## src/hw/mscc_pkg.sv

```systemverilog
package mscc_pkg;

  // ==========================================================
  // Encoder modes and fieldbus state
  typedef enum logic [1:0] {
    MODE_INCREMENTAL,
    MODE_ABS_LINEAR,
    MODE_SINGLE_TURN,
    MODE_ROTATION
  } mscc_mode_type;

  localparam logic [3:0] ESM_OP = 4'h8;

  // ==========================================================
  // Numeric bounds
  localparam logic signed [31:0] POS_MAX = 32'h7FFF_FFFF;
  localparam logic signed [31:0] POS_MIN = 32'h8000_0000;
  localparam logic [7:0] MAP_MAX = 8'h0A;
  // Gear window: 1/1000 < num/den < 4000 * res / 10000
  localparam logic [15:0] GEAR_MIN_INV = 16'h03E8;
  localparam logic [15:0] GEAR_MAX_MUL = 16'h0FA0;
  localparam logic [15:0] GEAR_RES_DIV = 16'h2710;

  // ==========================================================
  // Timing
  localparam int unsigned CLK_PERIOD_NS = 10;
  localparam int unsigned SYNC_TIMEOUT_US = 1000;
  localparam int unsigned SYNC_TIMEOUT_CYC_DEF = SYNC_TIMEOUT_US * 1000 / CLK_PERIOD_NS;

  // ==========================================================
  // Fault codes, one per check
  localparam logic [15:0] CODE_NONE = 16'h0000;
  localparam logic [15:0] CODE_CMD_OVF = 16'h0001;
  localparam logic [15:0] CODE_ST_TARGET = 16'h0002;
  localparam logic [15:0] CODE_SOFT_LIM = 16'h0003;
  localparam logic [15:0] CODE_HOME = 16'h0004;
  localparam logic [15:0] CODE_GEAR = 16'h0005;
  localparam logic [15:0] CODE_SYNC = 16'h0006;
  localparam logic [15:0] CODE_MAP = 16'h0007;

  // ==========================================================
  // Carriers
  typedef struct packed {
    logic command_overflow_fault;
    logic single_turn_target_fault;
    logic soft_limit_setting_fault;
    logic home_setting_fault;
    logic gear_ratio_fault;
    logic missing_sync_fault;
    logic mapping_overflow_fault;
  } mscc_fault_type;

  localparam mscc_fault_type FAULT_RESET = 7'h00;

  typedef struct packed {
    mscc_mode_type mode;
    logic signed [31:0] soft_lo;
    logic signed [31:0] soft_hi;
    logic signed [31:0] home_ofs;
    logic signed [31:0] unit_lo;
    logic signed [31:0] unit_hi;
    logic signed [31:0] mech_lo;
    logic signed [31:0] mech_hi;
    logic [31:0] gear_num;
    logic [31:0] gear_den;
    logic [31:0] enc_res;
    logic [7:0] tx_map_cnt;
    logic [7:0] rx_map_cnt;
  } mscc_cfg_type;

endpackage

```

## src/hw/mscc_sync_watch.sv

```systemverilog
`timescale 1ns/10ps
module mscc_sync_watch #(
  parameter int unsigned TIMEOUT_CYC = 100000
) (
  input wire logic clk,
  input wire logic nrst,
  input wire logic [3:0] esm_state,
  input wire logic sync_pulse,
  output logic fault_pulse
);
  import mscc_pkg::*;

  // ==========================================================
  // Watchdog armed on each entry into operational
  typedef enum logic [1:0] {SW_IDLE, SW_WAIT, SW_DONE} mscc_sw_type;

  mscc_sw_type state_r, state_nxt;
  logic [31:0] cnt_r, cnt_nxt;
  logic in_op_r, in_op_nxt;
  logic fault_r, fault_nxt;
  logic in_op;

  assign in_op = (esm_state == ESM_OP);
  assign fault_pulse = fault_r;

  always_comb begin
    state_nxt = state_r;
    cnt_nxt = cnt_r;
    in_op_nxt = in_op;
    fault_nxt = 1'b0;
    unique case (state_r)
      SW_IDLE: begin
        if (in_op && !in_op_r) begin
          state_nxt = SW_WAIT;
          cnt_nxt = 32'h0000_0000;
        end
      end
      SW_WAIT: begin
        if (!in_op) begin
          state_nxt = SW_IDLE;
        end else if (sync_pulse) begin
          state_nxt = SW_DONE;
        end else if (cnt_r == TIMEOUT_CYC - 1) begin
          fault_nxt = 1'b1;
          state_nxt = SW_DONE;
        end else begin
          cnt_nxt = cnt_r + 32'h0000_0001;
        end
      end
      SW_DONE: begin
        // Re-armed only after leaving operational
        if (!in_op) begin
          state_nxt = SW_IDLE;
        end
      end
    endcase
  end

  always_ff @(posedge clk) begin
    if (!nrst) begin
      state_r <= SW_IDLE;
      cnt_r <= 32'h0000_0000;
      in_op_r <= 1'b0;
      fault_r <= 1'b0;
    end else begin
      state_r <= state_nxt;
      cnt_r <= cnt_nxt;
      in_op_r <= in_op_nxt;
      fault_r <= fault_nxt;
    end
  end
endmodule

```

## config.mk

```make
export PLATFORM = sky130hd
export DESIGN_NAME = mscc_sync_watch
export DESIGN_NICKNAME = d
export VERILOG_FILES = /design/src/hw/mscc_pkg.sv /design/src/hw/mscc_sync_watch.sv
export SDC_FILE = /design/constraint.sdc
export NUM_CORES = 1
export LEC_CHECK = 0
export BUFFER_PORTS_ARGS = -buffer_cell sky130_fd_sc_hd__buf_2
export CAP_MARGIN = 20
export CORE_MARGIN = 1
export CORE_UTILIZATION = 50
export CTS_CLUSTER_DIAMETER = 30
export CTS_CLUSTER_SIZE = 14
export DETAILED_ROUTE_END_ITERATION = 6
export HOLD_SLACK_MARGIN = 0.15
export PLACE_DENSITY = 0.68
export SYNTH_ARGS = -nofsm -noshare
export SYNTH_HDL_FRONTEND = slang
export SYNTH_SLANG_ARGS = --single-unit
```

## constraint.sdc

```tcl
create_clock -name clk -period 2.6 [get_ports clk]
set_input_delay 0.26 -clock clk [delete_from_list [all_inputs] [get_ports clk]]
set_output_delay 0.26 -clock clk [all_outputs]
set_load 0.1 [all_outputs]
```

* Word level (Yosys, flattened, before mapping)
Cells that the tools add are included.
** Storage, ports and cells
- Output and inout bits :: 1
- Logic and storage cells :: 37
- Register bits after elaboration :: 36
** Operators by class
- Eq/ne operators :: 10
- Bitwise logic cells :: 3
- Add/subtract/negate cells :: 1
- Reduce and logical (&&, ||, !) cells :: 7
- Mux-type cells :: 12
** Operators by type and width (number)
- $mux W32 :: 4
- $pmux W32 S2 :: 1
- $add A32 B1 Y32 const B :: 1
- $eq A32 B17 Y1 const B :: 1
- $mux W2 :: 5
- $ne A2 B2 Y1 const B :: 5
- $pmux W2 S3 :: 1
- $reduce_and A5 Y1 :: 1
- $eq A4 B4 Y1 const B :: 1
- $ne A4 B4 Y1 const B :: 1
- $reduce_or A4 Y1 :: 1
- $not A1 Y1 :: 3
- $reduce_and A3 Y1 :: 1
- $eq A2 B1 Y1 const B :: 1
- $eq A2 B2 Y1 const B :: 1
- $logic_not A2 Y1 :: 1
- $reduce_bool A2 Y1 :: 1
- $logic_and A1 B1 Y1 :: 1
- $logic_not A1 Y1 :: 1
- $mux W1 :: 1

* Longest topological paths before layout
Gate-level depths: netlist (run 1).
- Depth in word-level cells :: 5
- Gate-level depth with buffers :: 9
- Gate-level depth less buffers :: 7

* Least setup slack after synthesis (run 1)
Ideal clock, no wire load.
- Path kind :: register to register
- Start point :: register cnt_r[30]
- End point :: register state_r[0]
- Buffers on the path :: 0
- Arrival :: 1.939 ns
- Data required time :: 2.528 ns
- Stages on the path, launching flop included :: 6
- Path slack :: 0.589 ns
- Library setup time :: 0.072 ns
- Period minus slack after synthesis :: 2.011 ns
- Cell sequence :: dfxtp_1 > or4_4 > nor4_4 > nand3_2 > a222oi_1 > mux2i_1
** On the way
- Cells in the longest elaborated chain, start to end :: 3
** Ends and longest elaborated chain
- start, declared :: RTL line mscc_sync_watch.sv:18 : logic [31:0] cnt_r, cnt_nxt;
- start signal, assigned :: RTL line mscc_sync_watch.sv:67 : cnt_r <= cnt_nxt;
- $eq A32 B17 Y1 :: RTL line mscc_sync_watch.sv:43 : end else if (cnt_r == TIMEOUT_CYC - 1) begin
- $ne A4 B4 Y1 (no line)
- $reduce_and A3 Y1 (no line)
- end signal, assigned :: RTL line mscc_sync_watch.sv:66 : state_r <= state_nxt;
- end, declared :: RTL line mscc_sync_watch.sv:17 : mscc_sw_type state_r, state_nxt;
Every way passes these cells.
A chain may end at the register's enable or synchronous reset.

* Worst setup path after layout (run 1)
- Start point :: register cnt_r[25]
- End point :: register cnt_r[18]
** On the way
- Cells in the longest elaborated chain, start to end :: 3
** Ends and longest elaborated chain (RTL line)
- $eq A32 B17 Y1 :: mscc_sync_watch.sv:43
- $ne A2 B2 Y1 (no line)
- $reduce_and A5 Y1 (no line)
Every way passes these cells.

==> impl_metrics.sql, run 1 <==
INSERT INTO impl_metrics (metric_group, metric, value, unit) VALUES
('floorplanning', 'initial_utilization', '53.5', '%'),
('clocking', 'post-cts-setup-buffers', '0', ''),
('clocking', 'hold_buffers', '0', ''),
('sta', 'report.final.hold_viol_count', '0', ''),
('clocking', 'ctsResizeCount', '0', ''),
('placement', 'place.port_buffers', '7', ''),
('clocking', 'cts.htree.levels', '2', ''),
('finish', 'most-common-layout-cells', '37 x sky130_fd_sc_hd__nand2_1, 36 x sky130_fd_sc_hd__dfxtp_1, 21 x sky130_fd_sc_hd__nor2_1', ''),
('power_and_ir_drop', 'power.share.clock', '36.6', '%'),
('route', 'vias', '2166', ''),
('route', 'drt.antenna.violating_nets', '0', ''),
('synthesis', 'ys_warn_count', '0', ''),
('route', 'avgRoutedWirePerCell', '17.6', 'µm'),
('critical_path', 'path_class', 'flop to flop', ''),
('clocking', 'tritoncts.num_buffers', '5', ''),
('synthesis', 'synth_nets', '283', ''),
('synthesis', 'synth_cells', '272', ''),
('critical_path', 'timing.critical_path.fanout_max', '15', ''),
('critical_path', 'capturing_point_of_the_worst_reg2reg_path', 'cnt_r[18]', ''),
('floorplanning', 'fp.dieH', '68.1', 'µm'),
('placement', 'place_hpwl', '4080', 'µm'),
('synthesis', 'synth.ff_latch_count', '36', ''),
('global_route', 'maximum_number_of_pins_on_one_net_before_global_route_repair', '25', ''),
('synthesis', 'synth_top_area_cell', 'sky130_fd_sc_hd__dfxtp_1', ''),
('sta', 'worst_slew_margin_rel', '62.2', '%'),
('sta', 'finalMaxSlewViolations', '0', ''),
('clocking', 'clk_transition_reported_paths', '0.07', 'ns'),
('power_and_ir_drop', 'vdd_drop_max', '0.000362', 'V'),
('route', 'route.detailed.vias_per_inst', '6.49', ''),
('clocking', 'max-clock-path-buffers', '2', ''),
('worst_hold_path', 'min-delay-path-class', 'input port to flop', ''),
('critical_path', 'cp-end-kind', 'flop', ''),
('critical_path', 'worstReg2RegStart', 'cnt_r[25]', ''),
('sta', 'hold_ws', '0.242', 'ns'),
('clocking', 'clk_latency', '0.29', 'ns'),
('global_route', 'grt_first_pass_wirelength', '9380', 'µm'),
('clocking', 'cts_tree', 'done', ''),
('finish', 'layout.cells.most_common', 'sky130_fd_sc_hd__nand2_1', ''),
('sta', 'final.min_clock_period', '2.39', 'ns'),
('floorplanning', 'core_area', '4090', 'µm²'),
('global_route', 'globalRouteTotalUtil', '27.4', '%'),
('worst_hold_path', 'whs_path_depth', '4', ''),
('power_and_ir_drop', 'p_comb_share', '14.5', '%'),
('power_and_ir_drop', 'fraction_of_power_spent_switching_nets', '27.7', '%'),
('global_route', 'grt.overflow.total', '0', ''),
('power_and_ir_drop', 'p_leak', '0.709', 'nW'),
('outcome', 'status', 'finished, final reports clean', ''),
('synthesis', 'syn_area', '2180', 'µm²'),
('worst_hold_path', 'hold-path-endpoint', 'fault_pulse', ''),
('global_route', 'first_global_vias', '1850', ''),
('synthesis', 'synth.top_cell.area_share', '33.0', '%'),
('floorplanning', 'pin_count', '8', ''),
('critical_path', 'r2r.worst_path.cells', '5', ''),
('synthesis', 'synth_cell_types', '49', ''),
('finish', 'drive_above_1_share', '14.8', '%'),
('sta', 'final.setup.tns', '0', 'ns'),
('route', 'drt-pass1-iter-count', '4', ''),
('sta', 'worst_clock_skew', '0.00489', 'ns'),
('sta', 'unrepaired_setup_endpoints_after_global_routing', 'no', ''),
('power_and_ir_drop', 'switchingPower', '0.317', 'mW'),
('clocking', 'cts-root-buf', 'sky130_fd_sc_hd__clkbuf_8', ''),
('critical_path', 'worst-endpoint-required', '2.79', 'ns'),
('finish', 'area_growth', '9.34', '%'),
('floorplanning', 'design.die.area', '4640', 'µm²'),
('route', 'remaining_drc_errors', '0', ''),
('route', 'postRouteWirelength', '5880', 'µm'),
('synthesis', 'post_synth.cell_area_avg', '8.03', 'µm²'),
('floorplanning', 'die-width', '68.1', 'µm'),
('critical_path', 'setup.worst_path.start_class', 'flop', ''),
('global_route', 'grt_antenna_before_repair', '0', ''),
('route', 'drtIter0Drc', '221', '');
flip-flops by register name (all words and copies together) (netlist names):
register / flops
fault_pulse: 1
state_r: 2
cnt_r: 32
in_op_r: 1
per-layer routing:
metal	wire [µm]	track usage (%)	vias up
li1	-	-	1078
met1	2740	39.3	1006
met2	2660	39.8	71
met3	380	5.83	11
met4	99	9.38	0
met5	0	0	-
synthesized netlist by cell type (all sizes together):
| library cell | number |
|---|---|
| a211o | 1 |
| a21bo | 1 |
| a21o | 1 |
| a21oi | 14 |
| a222oi | 1 |
| a22oi | 3 |
| a311oi | 15 |
| a31o | 1 |
| a31oi | 4 |
| a41oi | 4 |
| and2 | 3 |
| and3 | 3 |
| and4 | 1 |
| buf | 5 |
| clkbuf | 11 |
| dfxtp | 36 |
| ha | 4 |
| inv | 8 |
| mux2i | 4 |
| nand2 | 38 |
| nand2b | 7 |
| nand3 | 16 |
| nand4 | 16 |
| nand4b | 3 |
| nor2 | 21 |
| nor3 | 7 |
| nor3b | 1 |
| nor4 | 9 |
| nor4b | 2 |
| o21ai | 10 |
| o21ba | 1 |
| o221a | 5 |
| o2bb2ai | 1 |
| o311a | 1 |
| o31a | 1 |
| o31ai | 2 |
| o32ai | 3 |
| or3 | 2 |
| or3b | 1 |
| or4 | 4 |
| or4bb | 1 |
cell families after synthesis:
kind of cell,Yosys count,synth area share (%)
muxes,4,1.83
buffers and inverters,24,5.10
and+or+nand+nor,135,34.2
AOI/OAI and AO/OA,69,23.5
adders and majority gates,4,2.29
DFF,36,33.0
power groups by stage:
stage          logic (mW)  registers (mW)  clock network (mW)
4_1_cts             0.164           0.559               0.425
3_5_place_dp        0.162           0.572                   0
6_report            0.166           0.559               0.418
2_1_floorplan       0.113           0.571                   0
3_3_place_gp        0.162           0.572                   0
5_1_grt             0.184           0.559               0.443
cell type report:
type | count | area [µm²]
Fill cell | 392 | 1700
Tap cell | 50 | 62.6
Clock buffer | 8 | 90.1
Sequential cell | 36 | 721
Timing Repair Buffer | 20 | 133
Inverter | 8 | 30.0
Multi-Input combinational cell | 212 | 1350
critical path, cell delays in order (launching register included):
cell	delay (ns)
sky130_fd_sc_hd__dfxtp_1	0.36
sky130_fd_sc_hd__or4_4	0.57
sky130_fd_sc_hd__nor4_4	0.33
sky130_fd_sc_hd__a31o_2	0.38
sky130_fd_sc_hd__nand2_2	0.28
sky130_fd_sc_hd__a311oi_1	0.36
worst max-delay path by stage:
| stage | to | slack, ns |
|---|---|---|
| 4_1_cts | cnt_r[18] | 0.23 |
| 3_3_place_gp | cnt_r[10] | 0.30 |
| 3_5_place_dp | cnt_r[18] | 0.26 |
| 5_1_grt | cnt_r[12] | 0.09 |
| 6_report | cnt_r[18] | 0.21 |
| 2_1_floorplan | state_r[0] | 0.59 |
per-stage QoR:
stage	cells	total power, mW	utilization, %	setup WS, ns	instance area [µm²]
finish	334	1.14	58.5	0.214	2390
global route	334	1.19	58.5	0.0876	2390
CTS	334	1.15	58.5	0.230	2390
detailed placement	326	0.733	56.2	0.258	2300
global placement	326	0.733	56.2	0.295	2300
floorplan	272	0.684	-	0.589	2180
Note: power is estimated with default switching activity, not from simulation.
==> inputs of run 2 (changes only) <==
--- a/config.mk
+++ b/config.mk
@@ -5,6 +5,7 @@
 export SDC_FILE = /design/constraint.sdc
 export NUM_CORES = 1
 export LEC_CHECK = 0
+export ABC_AREA = 1
 export BUFFER_PORTS_ARGS = -buffer_cell sky130_fd_sc_hd__buf_2
 export CAP_MARGIN = 20
 export CORE_MARGIN = 1
@@ -13,7 +14,7 @@
 export CTS_CLUSTER_SIZE = 14
 export DETAILED_ROUTE_END_ITERATION = 6
 export HOLD_SLACK_MARGIN = 0.15
-export PLACE_DENSITY = 0.68
+export PLACE_DENSITY = 0.67
 export SYNTH_ARGS = -nofsm -noshare
 export SYNTH_HDL_FRONTEND = slang
 export SYNTH_SLANG_ARGS = --single-unit
==> constraint.sdc (replaced) <==
create_clock -name clk -period 2.7 [get_ports clk]
set_input_delay 0.27 -clock clk [delete_from_list [all_inputs] [get_ports clk]]
set_output_delay 0.27 -clock clk [all_outputs]
set_load 0.1 [all_outputs]
==> impl_metrics.sql, run 2 <==
INSERT INTO impl_metrics (metric_group, metric, value, unit) VALUES
('floorplanning', 'fp.dieH', '75.9', 'µm'),
('sta', 'final.min_clock_period', '2.15', 'ns'),
('synthesis', 'syn_area', '2730', 'µm²'),
('synthesis', 'synth_cells', '483', ''),
('global_route', 'grt.overflow.total', '0', ''),
('finish', 'num-fill-cells', '560', ''),
('clocking', 'cts-root-buf', 'sky130_fd_sc_hd__clkbuf_8', ''),
('power_and_ir_drop', 'switchingPower', '1.10', 'mW'),
('critical_path', 'path_class', 'flop to flop', ''),
('route', 'drtIter0Drc', '247', ''),
('clocking', 'cts_tree', 'done', ''),
('critical_path', 'critical_path_buf_inv_count', '3', ''),
('synthesis', 'post_synth.cell_area_avg', '5.66', 'µm²'),
('finish', 'final_design_area_no_fill', '2910', 'µm²'),
('power_and_ir_drop', 'internal-power', '1.27', 'mW'),
('synthesis', 'synth.top_cell.area_share', '26.4', '%'),
('route', 'drt.antenna.violating_nets', '0', ''),
('placement', 'dpl_cell_area', '2790', 'µm²'),
('clocking', 'post-cts-setup-buffers', '0', ''),
('placement', 'place.port_buffers', '7', ''),
('critical_path', 'worst-endpoint-required', '2.90', 'ns'),
('sta', 'tightest_slew', '0.564', 'ns'),
('critical_path', 'crit_cells', '10', ''),
('finish', 'n_antenna_cell', '0', ''),
('floorplanning', 'die-width', '75.9', 'µm'),
('power_and_ir_drop', 'p_comb_share', '48.0', '%'),
('critical_path', 'timing.critical_path.fanout_max', '19', ''),
('clocking', 'max-clock-path-buffers', '2', ''),
('critical_path', 'cell_by_cell_listing_of_the_critical_path', 'inv_1 > ha_1 > inv_2 > nor3_2 > nand2_2 > nand2_4 > buf_4 > nand3_1 > nand2_1 > nor2_1', ''),
('power_and_ir_drop', 'power.share.sequential', '29.4', '%'),
('critical_path', 'worstReg2RegStart', 'state_r[1]', ''),
('route', 'remaining_drc_errors', '0', ''),
('outcome', 'status', 'finished, final reports clean', ''),
('critical_path', 'crit_family', 'simple AND/OR/NAND/NOR gates', ''),
('sta', 'layout_worst_path_cycle_share', '79.4', '%'),
('critical_path', 'reg2reg_slack', '0.55', 'ns'),
('power_and_ir_drop', 'pwr_density_cell', '816', 'nW/µm²'),
('global_route', 'grt_antenna_before_repair', '0', ''),
('worst_hold_path', 'min-delay-path-class', 'input port to flop', ''),
('finish', 'instances_no_fill', '557', ''),
('sta', 'report.final.hold_viol_count', '0', ''),
('critical_path', 'setup.worst_path.start_class', 'flop', ''),
('floorplanning', 'design.die.area', '5770', 'µm²'),
('sta', 'maxClockFrequency', '466', 'MHz'),
('sta', 'worst_clock_skew', '0.00311', 'ns'),
('global_route', 'maximum_number_of_pins_on_one_net_before_global_route_repair', '35', ''),
('clocking', 'hold_buffers', '0', ''),
('placement', 'place_hpwl', '5440', 'µm'),
('sta', 'unrepaired_setup_endpoints_after_global_routing', 'no', ''),
('placement', 'placed_cells', '549', ''),
('finish', 'largest_register_ffs', '32', ''),
('synthesis', 'post_synth_arst_share', '0', '%'),
('critical_path', 'r2r.worst_path.cells', '10', ''),
('route', 'vias', '2904', ''),
('floorplanning', 'initial_utilization', '52.9', '%'),
('clocking', 'clk_latency', '0.30', 'ns'),
('clocking', 'ctsResizeCount', '0', ''),
('clocking', 'clkSinkCount', '36', ''),
('global_route', 'globalRouteTotalUtil', '26.2', '%'),
('floorplanning', 'pin_count', '8', ''),
('synthesis', 'synth.ff_latch_count', '36', ''),
('sta', 'final.setup.tns', '0', 'ns'),
('sta', 'finalMaxSlewViolations', '0', ''),
('sta', 'timing.final.setup_violations', '0', ''),
('critical_path', 'timing.critical_path.slowest_stage_cell', 'sky130_fd_sc_hd__ha_1', ''),
('power_and_ir_drop', 'p_leak', '1.17', 'nW'),
('finish', 'nNetsFinal', '497', ''),
('finish', 'biggestRegsByFlops', 'cnt_r: 32 flops, state_r: 2 flops', ''),
('synthesis', 'synth_top_area_cell', 'sky130_fd_sc_hd__dfxtp_1', ''),
('critical_path', 'capturing_point_of_the_worst_reg2reg_path', 'cnt_r[17]', ''),
('power_and_ir_drop', 'fraction_of_power_spent_switching_nets', '46.5', '%'),
('finish', 'layout.cells.most_common', 'sky130_fd_sc_hd__nand2_1', ''),
('finish', 'area_growth', '6.50', '%'),
('route', 'avgRoutedWirePerCell', '12.9', 'µm'),
('synthesis', 'ys_warn_count', '0', ''),
('synthesis', 'synth_edf_count', '0', ''),
('finish', 'finalCoreUtilization', '56.3', '%'),
('global_route', 'first_global_vias', '2676', ''),
('synthesis', 'ys_top_cells_by_area', 'sky130_fd_sc_hd__dfxtp_1 26%, sky130_fd_sc_hd__nand2_1 23%, sky130_fd_sc_hd__nor2_1 13%, sky130_fd_sc_hd__inv_1 7.1%, sky130_fd_sc_hd__nand3_1 6.4%', ''),
('critical_path', 'critPathCapture', 'cnt_r[17]', ''),
('clocking', 'tritoncts.num_buffers', '5', ''),
('floorplanning', 'num_rows', '26', ''),
('synthesis', 'synth.cells.most_frequent', '169 x sky130_fd_sc_hd__nand2_1, 98 x sky130_fd_sc_hd__nor2_1, 52 x sky130_fd_sc_hd__inv_1', ''),
('clocking', 'cts.htree.levels', '2', ''),
('critical_path', 'crit_path_max_incr_delay', '0.40', 'ns'),
('synthesis', 'dominantRegCellSynth', 'sky130_fd_sc_hd__dfxtp_1', ''),
('route', 'drt-pass1-iter-count', '6', ''),
('finish', 'most-common-layout-cells', '169 x sky130_fd_sc_hd__nand2_1, 98 x sky130_fd_sc_hd__nor2_1, 52 x sky130_fd_sc_hd__inv_1', ''),
('critical_path', 'cp-end-kind', 'flop', ''),
('power_and_ir_drop', 'power.share.clock', '22.6', '%'),
('critical_path', 'worst_ep_arrival_time', '2.35', 'ns'),
('synthesis', 'library_cell_with_the_highest_instance_count_after_synthesis', 'sky130_fd_sc_hd__nand2_1', ''),
('synthesis', 'synth_nets', '494', ''),
('power_and_ir_drop', 'vdd_drop_max', '0.000870', 'V'),
('critical_path', 'worst_setup_path_startpoint', 'state_r[1]', ''),
('floorplanning', 'core_area', '5170', 'µm²'),
('synthesis', 'synth_cell_types', '32', ''),
('global_route', 'grt_first_pass_wirelength', '12200', 'µm'),
('route', 'postRouteWirelength', '7170', 'µm'),
('placement', 'routability_driven_placement_congestion_ratio', '0.950', ''),
('finish', 'drive_above_1_share', '9.45', '%'),
('route', 'route.detailed.vias_per_inst', '5.21', ''),
('clocking', 'clk_transition_reported_paths', '0.07', 'ns'),
('sta', 'worst_slew_margin_rel', '62.3', '%'),
('finish', 'largest_register', 'cnt_r', ''),
('flow_run', 'maxCapViolCount', '0', ''),
('synthesis', 'synth-seq-area-share', '26.4', '%');
## run 2: cell count changes in the layout (fill, tap and decap cells not counted), moves of 5 or more
cell and delta:
sky130_fd_sc_hd__a21oi_1 +13, sky130_fd_sc_hd__a311oi_1 -15, sky130_fd_sc_hd__buf_4 -8, sky130_fd_sc_hd__inv_1 +44
sky130_fd_sc_hd__nand2_1 +132, sky130_fd_sc_hd__nand2b_1 -7, sky130_fd_sc_hd__nand3_1 +20, sky130_fd_sc_hd__nand3_2 +9
sky130_fd_sc_hd__nand4_1 -12, sky130_fd_sc_hd__nor2_1 +77, sky130_fd_sc_hd__nor4_1 -7, sky130_fd_sc_hd__o21ai_0 -6
sky130_fd_sc_hd__o221a_2 -5
## run 2: area by class of cell
class / count / area, µm² / share of cell area, %
flip-flops and latches: 36 / 721 / 24.8
multi-input cells: 377 / 1700 / 58.4
clock inverters: 1 / 30.0 / 1.03
inverters: 54 / 203 / 6.96
well taps: 70 / 87.6 / 3.01
clock buffers: 7 / 96.3 / 3.31
repair buffers: 12 / 72.6 / 2.49
## run 2: stage by stage
| stage | power, mW | hold slack [ns] | setup WS, ns |
|---|---|---|---|
| 2_1_floorplan | 1.71 | 0.428 | 1.08 |
| 3_3_place_gp | 1.81 | 0.501 | 0.648 |
| 5_1_grt | 2.55 | 0.257 | 0.350 |
| 3_5_place_dp | 1.83 | 0.506 | 0.556 |
| 6_report | 2.37 | 0.250 | 0.555 |
| 4_1_cts | 2.37 | 0.246 | 0.544 |
## run 2: cell families after synthesis
group | after synthesis | share of synthesized area (%)
and+or+nand+nor | 335 | 52.6
buffers and inverters | 70 | 11.4
AOI/OAI and AO/OA | 36 | 7.14
DFF | 36 | 26.4
adders and majority gates | 4 | 1.83
xor gates and xnor gates | 2 | 0.641
## run 2: worst min-delay path by stage
stage	endpoint	startpoint	cells after the start	slack, ns
after floorplan	fault_pulse	sync_pulse	3	0.43
after global placement	cnt_r[8]	cnt_r[8]	2	0.50
after detailed placement	cnt_r[1]	cnt_r[1]	2	0.51
after CTS	fault_pulse	sync_pulse	4	0.25
after global routing	fault_pulse	sync_pulse	4	0.26
final	fault_pulse	sync_pulse	4	0.25
## run 2: power groups by stage
stage	sequential (mW)	combinational [mW]	clock, mW
4_1_cts	0.697	1.13	0.544
2_1_floorplan	0.683	1.02	0
3_5_place_dp	0.707	1.13	0
3_3_place_gp	0.709	1.10	0
6_report	0.698	1.14	0.536
5_1_grt	0.712	1.28	0.558
## run 2: routing by layer
layer  vias up  part of all wire (%)  GRT usage (%)
met2        93                    44           40.6
met3        20                   4.8           3.86
met5         -                     0              0
met1      1290                    49           36.4
li1       1501                     -              -
met4         0                   2.3           10.2
## run 2: worst min-delay path, delay by kind of cell
| kind | cells | cell delay, ns |
|---|---|---|
| buffers and inverters | 1 | 0.09 |
| AND/OR/NAND/NOR | 3 | 0.15 |
==> inputs of run 3 (changes only) <==
--- a/config.mk
+++ b/config.mk
@@ -14,7 +14,7 @@
 export CTS_CLUSTER_SIZE = 14
 export DETAILED_ROUTE_END_ITERATION = 6
 export HOLD_SLACK_MARGIN = 0.15
-export PLACE_DENSITY = 0.67
+export PLACE_DENSITY = 0.7
 export SYNTH_ARGS = -nofsm -noshare
 export SYNTH_HDL_FRONTEND = slang
 export SYNTH_SLANG_ARGS = --single-unit
==> constraint.sdc (replaced) <==
create_clock -name clk -period 1.85 [get_ports clk]
set_input_delay 0.185 -clock clk [delete_from_list [all_inputs] [get_ports clk]]
set_output_delay 0.185 -clock clk [all_outputs]
set_load 0.1 [all_outputs]
==> impl_metrics.sql, run 3 (synthesis gave the netlist of run 2 again) <==
INSERT INTO impl_metrics (metric_group, metric, value, unit) VALUES
('sta', 'worst_slew_margin_rel', '58.0', '%'),
('critical_path', 'path_class', 'flop to flop', ''),
('finish', 'nNetsFinal', '508', ''),
('clocking', 'cts_tree', 'done', ''),
('route', 'remaining_drc_errors', '0', ''),
('critical_path', 'worst_setup_path_startpoint', 'cnt_r[1]', ''),
('global_route', 'maximum_number_of_pins_on_one_net_before_global_route_repair', '30', ''),
('critical_path', 'setup.worst_path.start_class', 'flop', ''),
('worst_hold_path', 'holdCritStartpoint', 'esm_state[0]', ''),
('finish', 'most-common-layout-cells', '169 x sky130_fd_sc_hd__nand2_1, 96 x sky130_fd_sc_hd__nor2_1, 52 x sky130_fd_sc_hd__inv_1', ''),
('global_route', 'groute.layer.met1.usage', '36.8', '%'),
('placement', 'routability_driven_placement_congestion_ratio', '0.894', ''),
('route', 'drt.antenna.violating_nets', '0', ''),
('power_and_ir_drop', 'p_leak', '1.23', 'nW'),
('critical_path', 'worst_ep_arrival_time', '1.92', 'ns'),
('route', 'route.detailed.vias_per_inst', '5.17', ''),
('floorplanning', 'num_rows', '26', ''),
('route', 'drtIter0Drc', '295', ''),
('sta', 'timing.final.setup_violations', '0', ''),
('finish', 'largest_register_ffs', '32', ''),
('clocking', 'max-clock-path-buffers', '2', ''),
('global_route', 'first_global_vias', '2646', ''),
('sta', 'unrepaired_setup_endpoints_after_global_routing', 'no', ''),
('global_route', 'top_usage_layer', 'met2', ''),
('placement', 'place.port_buffers', '7', ''),
('sta', 'tightest_slew', '0.629', 'ns'),
('sta', 'layout_worst_path_cycle_share', '92.3', '%'),
('global_route', 'globalRouteMet3Util', '4.34', '%'),
('sta', 'final.min_clock_period', '1.71', 'ns'),
('global_route', 'grt.met2_usage', '42.9', '%'),
('finish', 'area_growth', '11.1', '%'),
('clocking', 'tritoncts.num_buffers', '5', ''),
('floorplanning', 'fp.dieH', '75.9', 'µm'),
('placement', 'place_hpwl', '5450', 'µm'),
('global_route', 'grt_antenna_before_repair', '0', ''),
('critical_path', 'cp-end-kind', 'flop', ''),
('floorplanning', 'design.die.area', '5770', 'µm²'),
('route', 'postRouteWirelength', '7260', 'µm'),
('sta', 'report.final.hold_viol_count', '0', ''),
('critical_path', 'worstReg2RegStart', 'cnt_r[1]', ''),
('floorplanning', 'initial_utilization', '52.9', '%'),
('global_route', 'globalRouteTotalUtil', '26.7', '%'),
('finish', 'n_antenna_cell', '0', ''),
('outcome', 'status', 'finished, final reports clean', ''),
('sta', 'finalMaxSlewViolations', '0', ''),
('finish', 'finalCoreUtilization', '58.7', '%'),
('clocking', 'clk_transition_reported_paths', '0.08', 'ns'),
('finish', 'layout.cells.most_common', 'sky130_fd_sc_hd__nand2_1', ''),
('floorplanning', 'pin_count', '8', ''),
('power_and_ir_drop', 'pwr_density_cell', '1210', 'nW/µm²'),
('clocking', 'cts-root-buf', 'sky130_fd_sc_hd__clkbuf_8', ''),
('finish', 'largest_register', 'cnt_r', ''),
('global_route', 'grt.overflow.total', '0', ''),
('sta', 'final.setup.tns', '0', 'ns'),
('power_and_ir_drop', 'vdd_drop_max', '0.00120', 'V'),
('route', 'drt-pass1-iter-count', '6', ''),
('clocking', 'clkSinkCount', '36', ''),
('critical_path', 'worst-endpoint-required', '2.06', 'ns'),
('sta', 'maxClockFrequency', '586', 'MHz'),
('route', 'vias', '2937', ''),
('flow_run', 'maxCapViolCount', '0', ''),
('route', 'avgRoutedWirePerCell', '12.8', 'µm'),
('worst_hold_path', 'min-delay-path-class', 'input port to flop', ''),
('floorplanning', 'die-width', '75.9', 'µm'),
('sta', 'worst_clock_skew', '0.0101', 'ns'),
('clocking', 'cts.htree.levels', '2', ''),
('critical_path', 'timing.critical_path.fanout_max', '19', ''),
('clocking', 'clk_latency', '0.29', 'ns'),
('finish', 'biggestRegsByFlops', 'cnt_r: 32 flops, state_r: 2 flops', ''),
('floorplanning', 'core_area', '5170', 'µm²'),
('finish', 'drive_above_1_share', '12.7', '%'),
('global_route', 'grt_first_pass_wirelength', '12400', 'µm');
## run 3: what timing repair did
action | 4_1_cts | 5_1_grt
endpoints found under the hold margin | 1 | 0
gates resized for setup | 0 | 9
endpoints found under the setup margin | 0 | 31
buffers inserted | 0 | 0
hold buffers | 1 | 0
## run 3: layout make-up
| cell class | count | area (µm²) |
|---|---|---|
| clock buffers | 6 | 72.6 |
| inverters | 54 | 203 |
| fillers | 521 | 2140 |
| flip-flops and latches | 36 | 726 |
| clock inverters | 2 | 35.0 |
| multi-input cells | 377 | 1720 |
| well taps | 70 | 87.6 |
| repair buffers | 23 | 195 |
## run 3: worst paths after layout
kind	to	slack, ns	cells past startpoint
max	cnt_r[14]	0.14	12
min	in_op_r	0.27	4
max reg2reg	cnt_r[14]	0.14	12
min reg2reg	cnt_r[4]	0.50	2
## run 3: metal layers
layer	routed length, µm	part of all wire [%]
met5	0	0
met4	76	1.0
met3	504	6.9
met2	3360	46
met1	3320	46
## run 3: through the flow
step                      area, µm²  cells  hold slack (ns)  worst slack (ns)  power (mW)
final                          3040    568            0.266             0.143        3.68
after global routing           3040    568            0.290           0.00583        3.94
after CTS                      3020    568            0.265            0.0958        3.68
after detailed placement       2900    559            0.460             0.116        2.97
after global placement         2900    559            0.465             0.167        2.94
after floorplan                2730    483            0.343             0.233        2.49
## run 3: worst max-delay path, stage by stage, from the launching register on
cell                      delay (ns)
sky130_fd_sc_hd__dfxtp_1        0.37
sky130_fd_sc_hd__ha_2           0.23
sky130_fd_sc_hd__nand2_2        0.09
sky130_fd_sc_hd__nor2_4         0.10
sky130_fd_sc_hd__nand2_1        0.06
sky130_fd_sc_hd__nor2_1         0.10
sky130_fd_sc_hd__nand2_1        0.09
sky130_fd_sc_hd__nand2_2        0.10
sky130_fd_sc_hd__nand2_4        0.07
sky130_fd_sc_hd__nand2_4        0.08
sky130_fd_sc_hd__buf_12         0.15
sky130_fd_sc_hd__nand2_1        0.06
sky130_fd_sc_hd__a21oi_1        0.13
## run 3: where the power goes
group	switching, mW	internal, mW	total, mW	leakage [nW]
clock network	0.302	0.400	0.702	0.0552
logic	1.29	0.686	1.97	0.879
registers	0.100	0.904	1.00	0.294
total	1.69	1.99	3.68	1.23
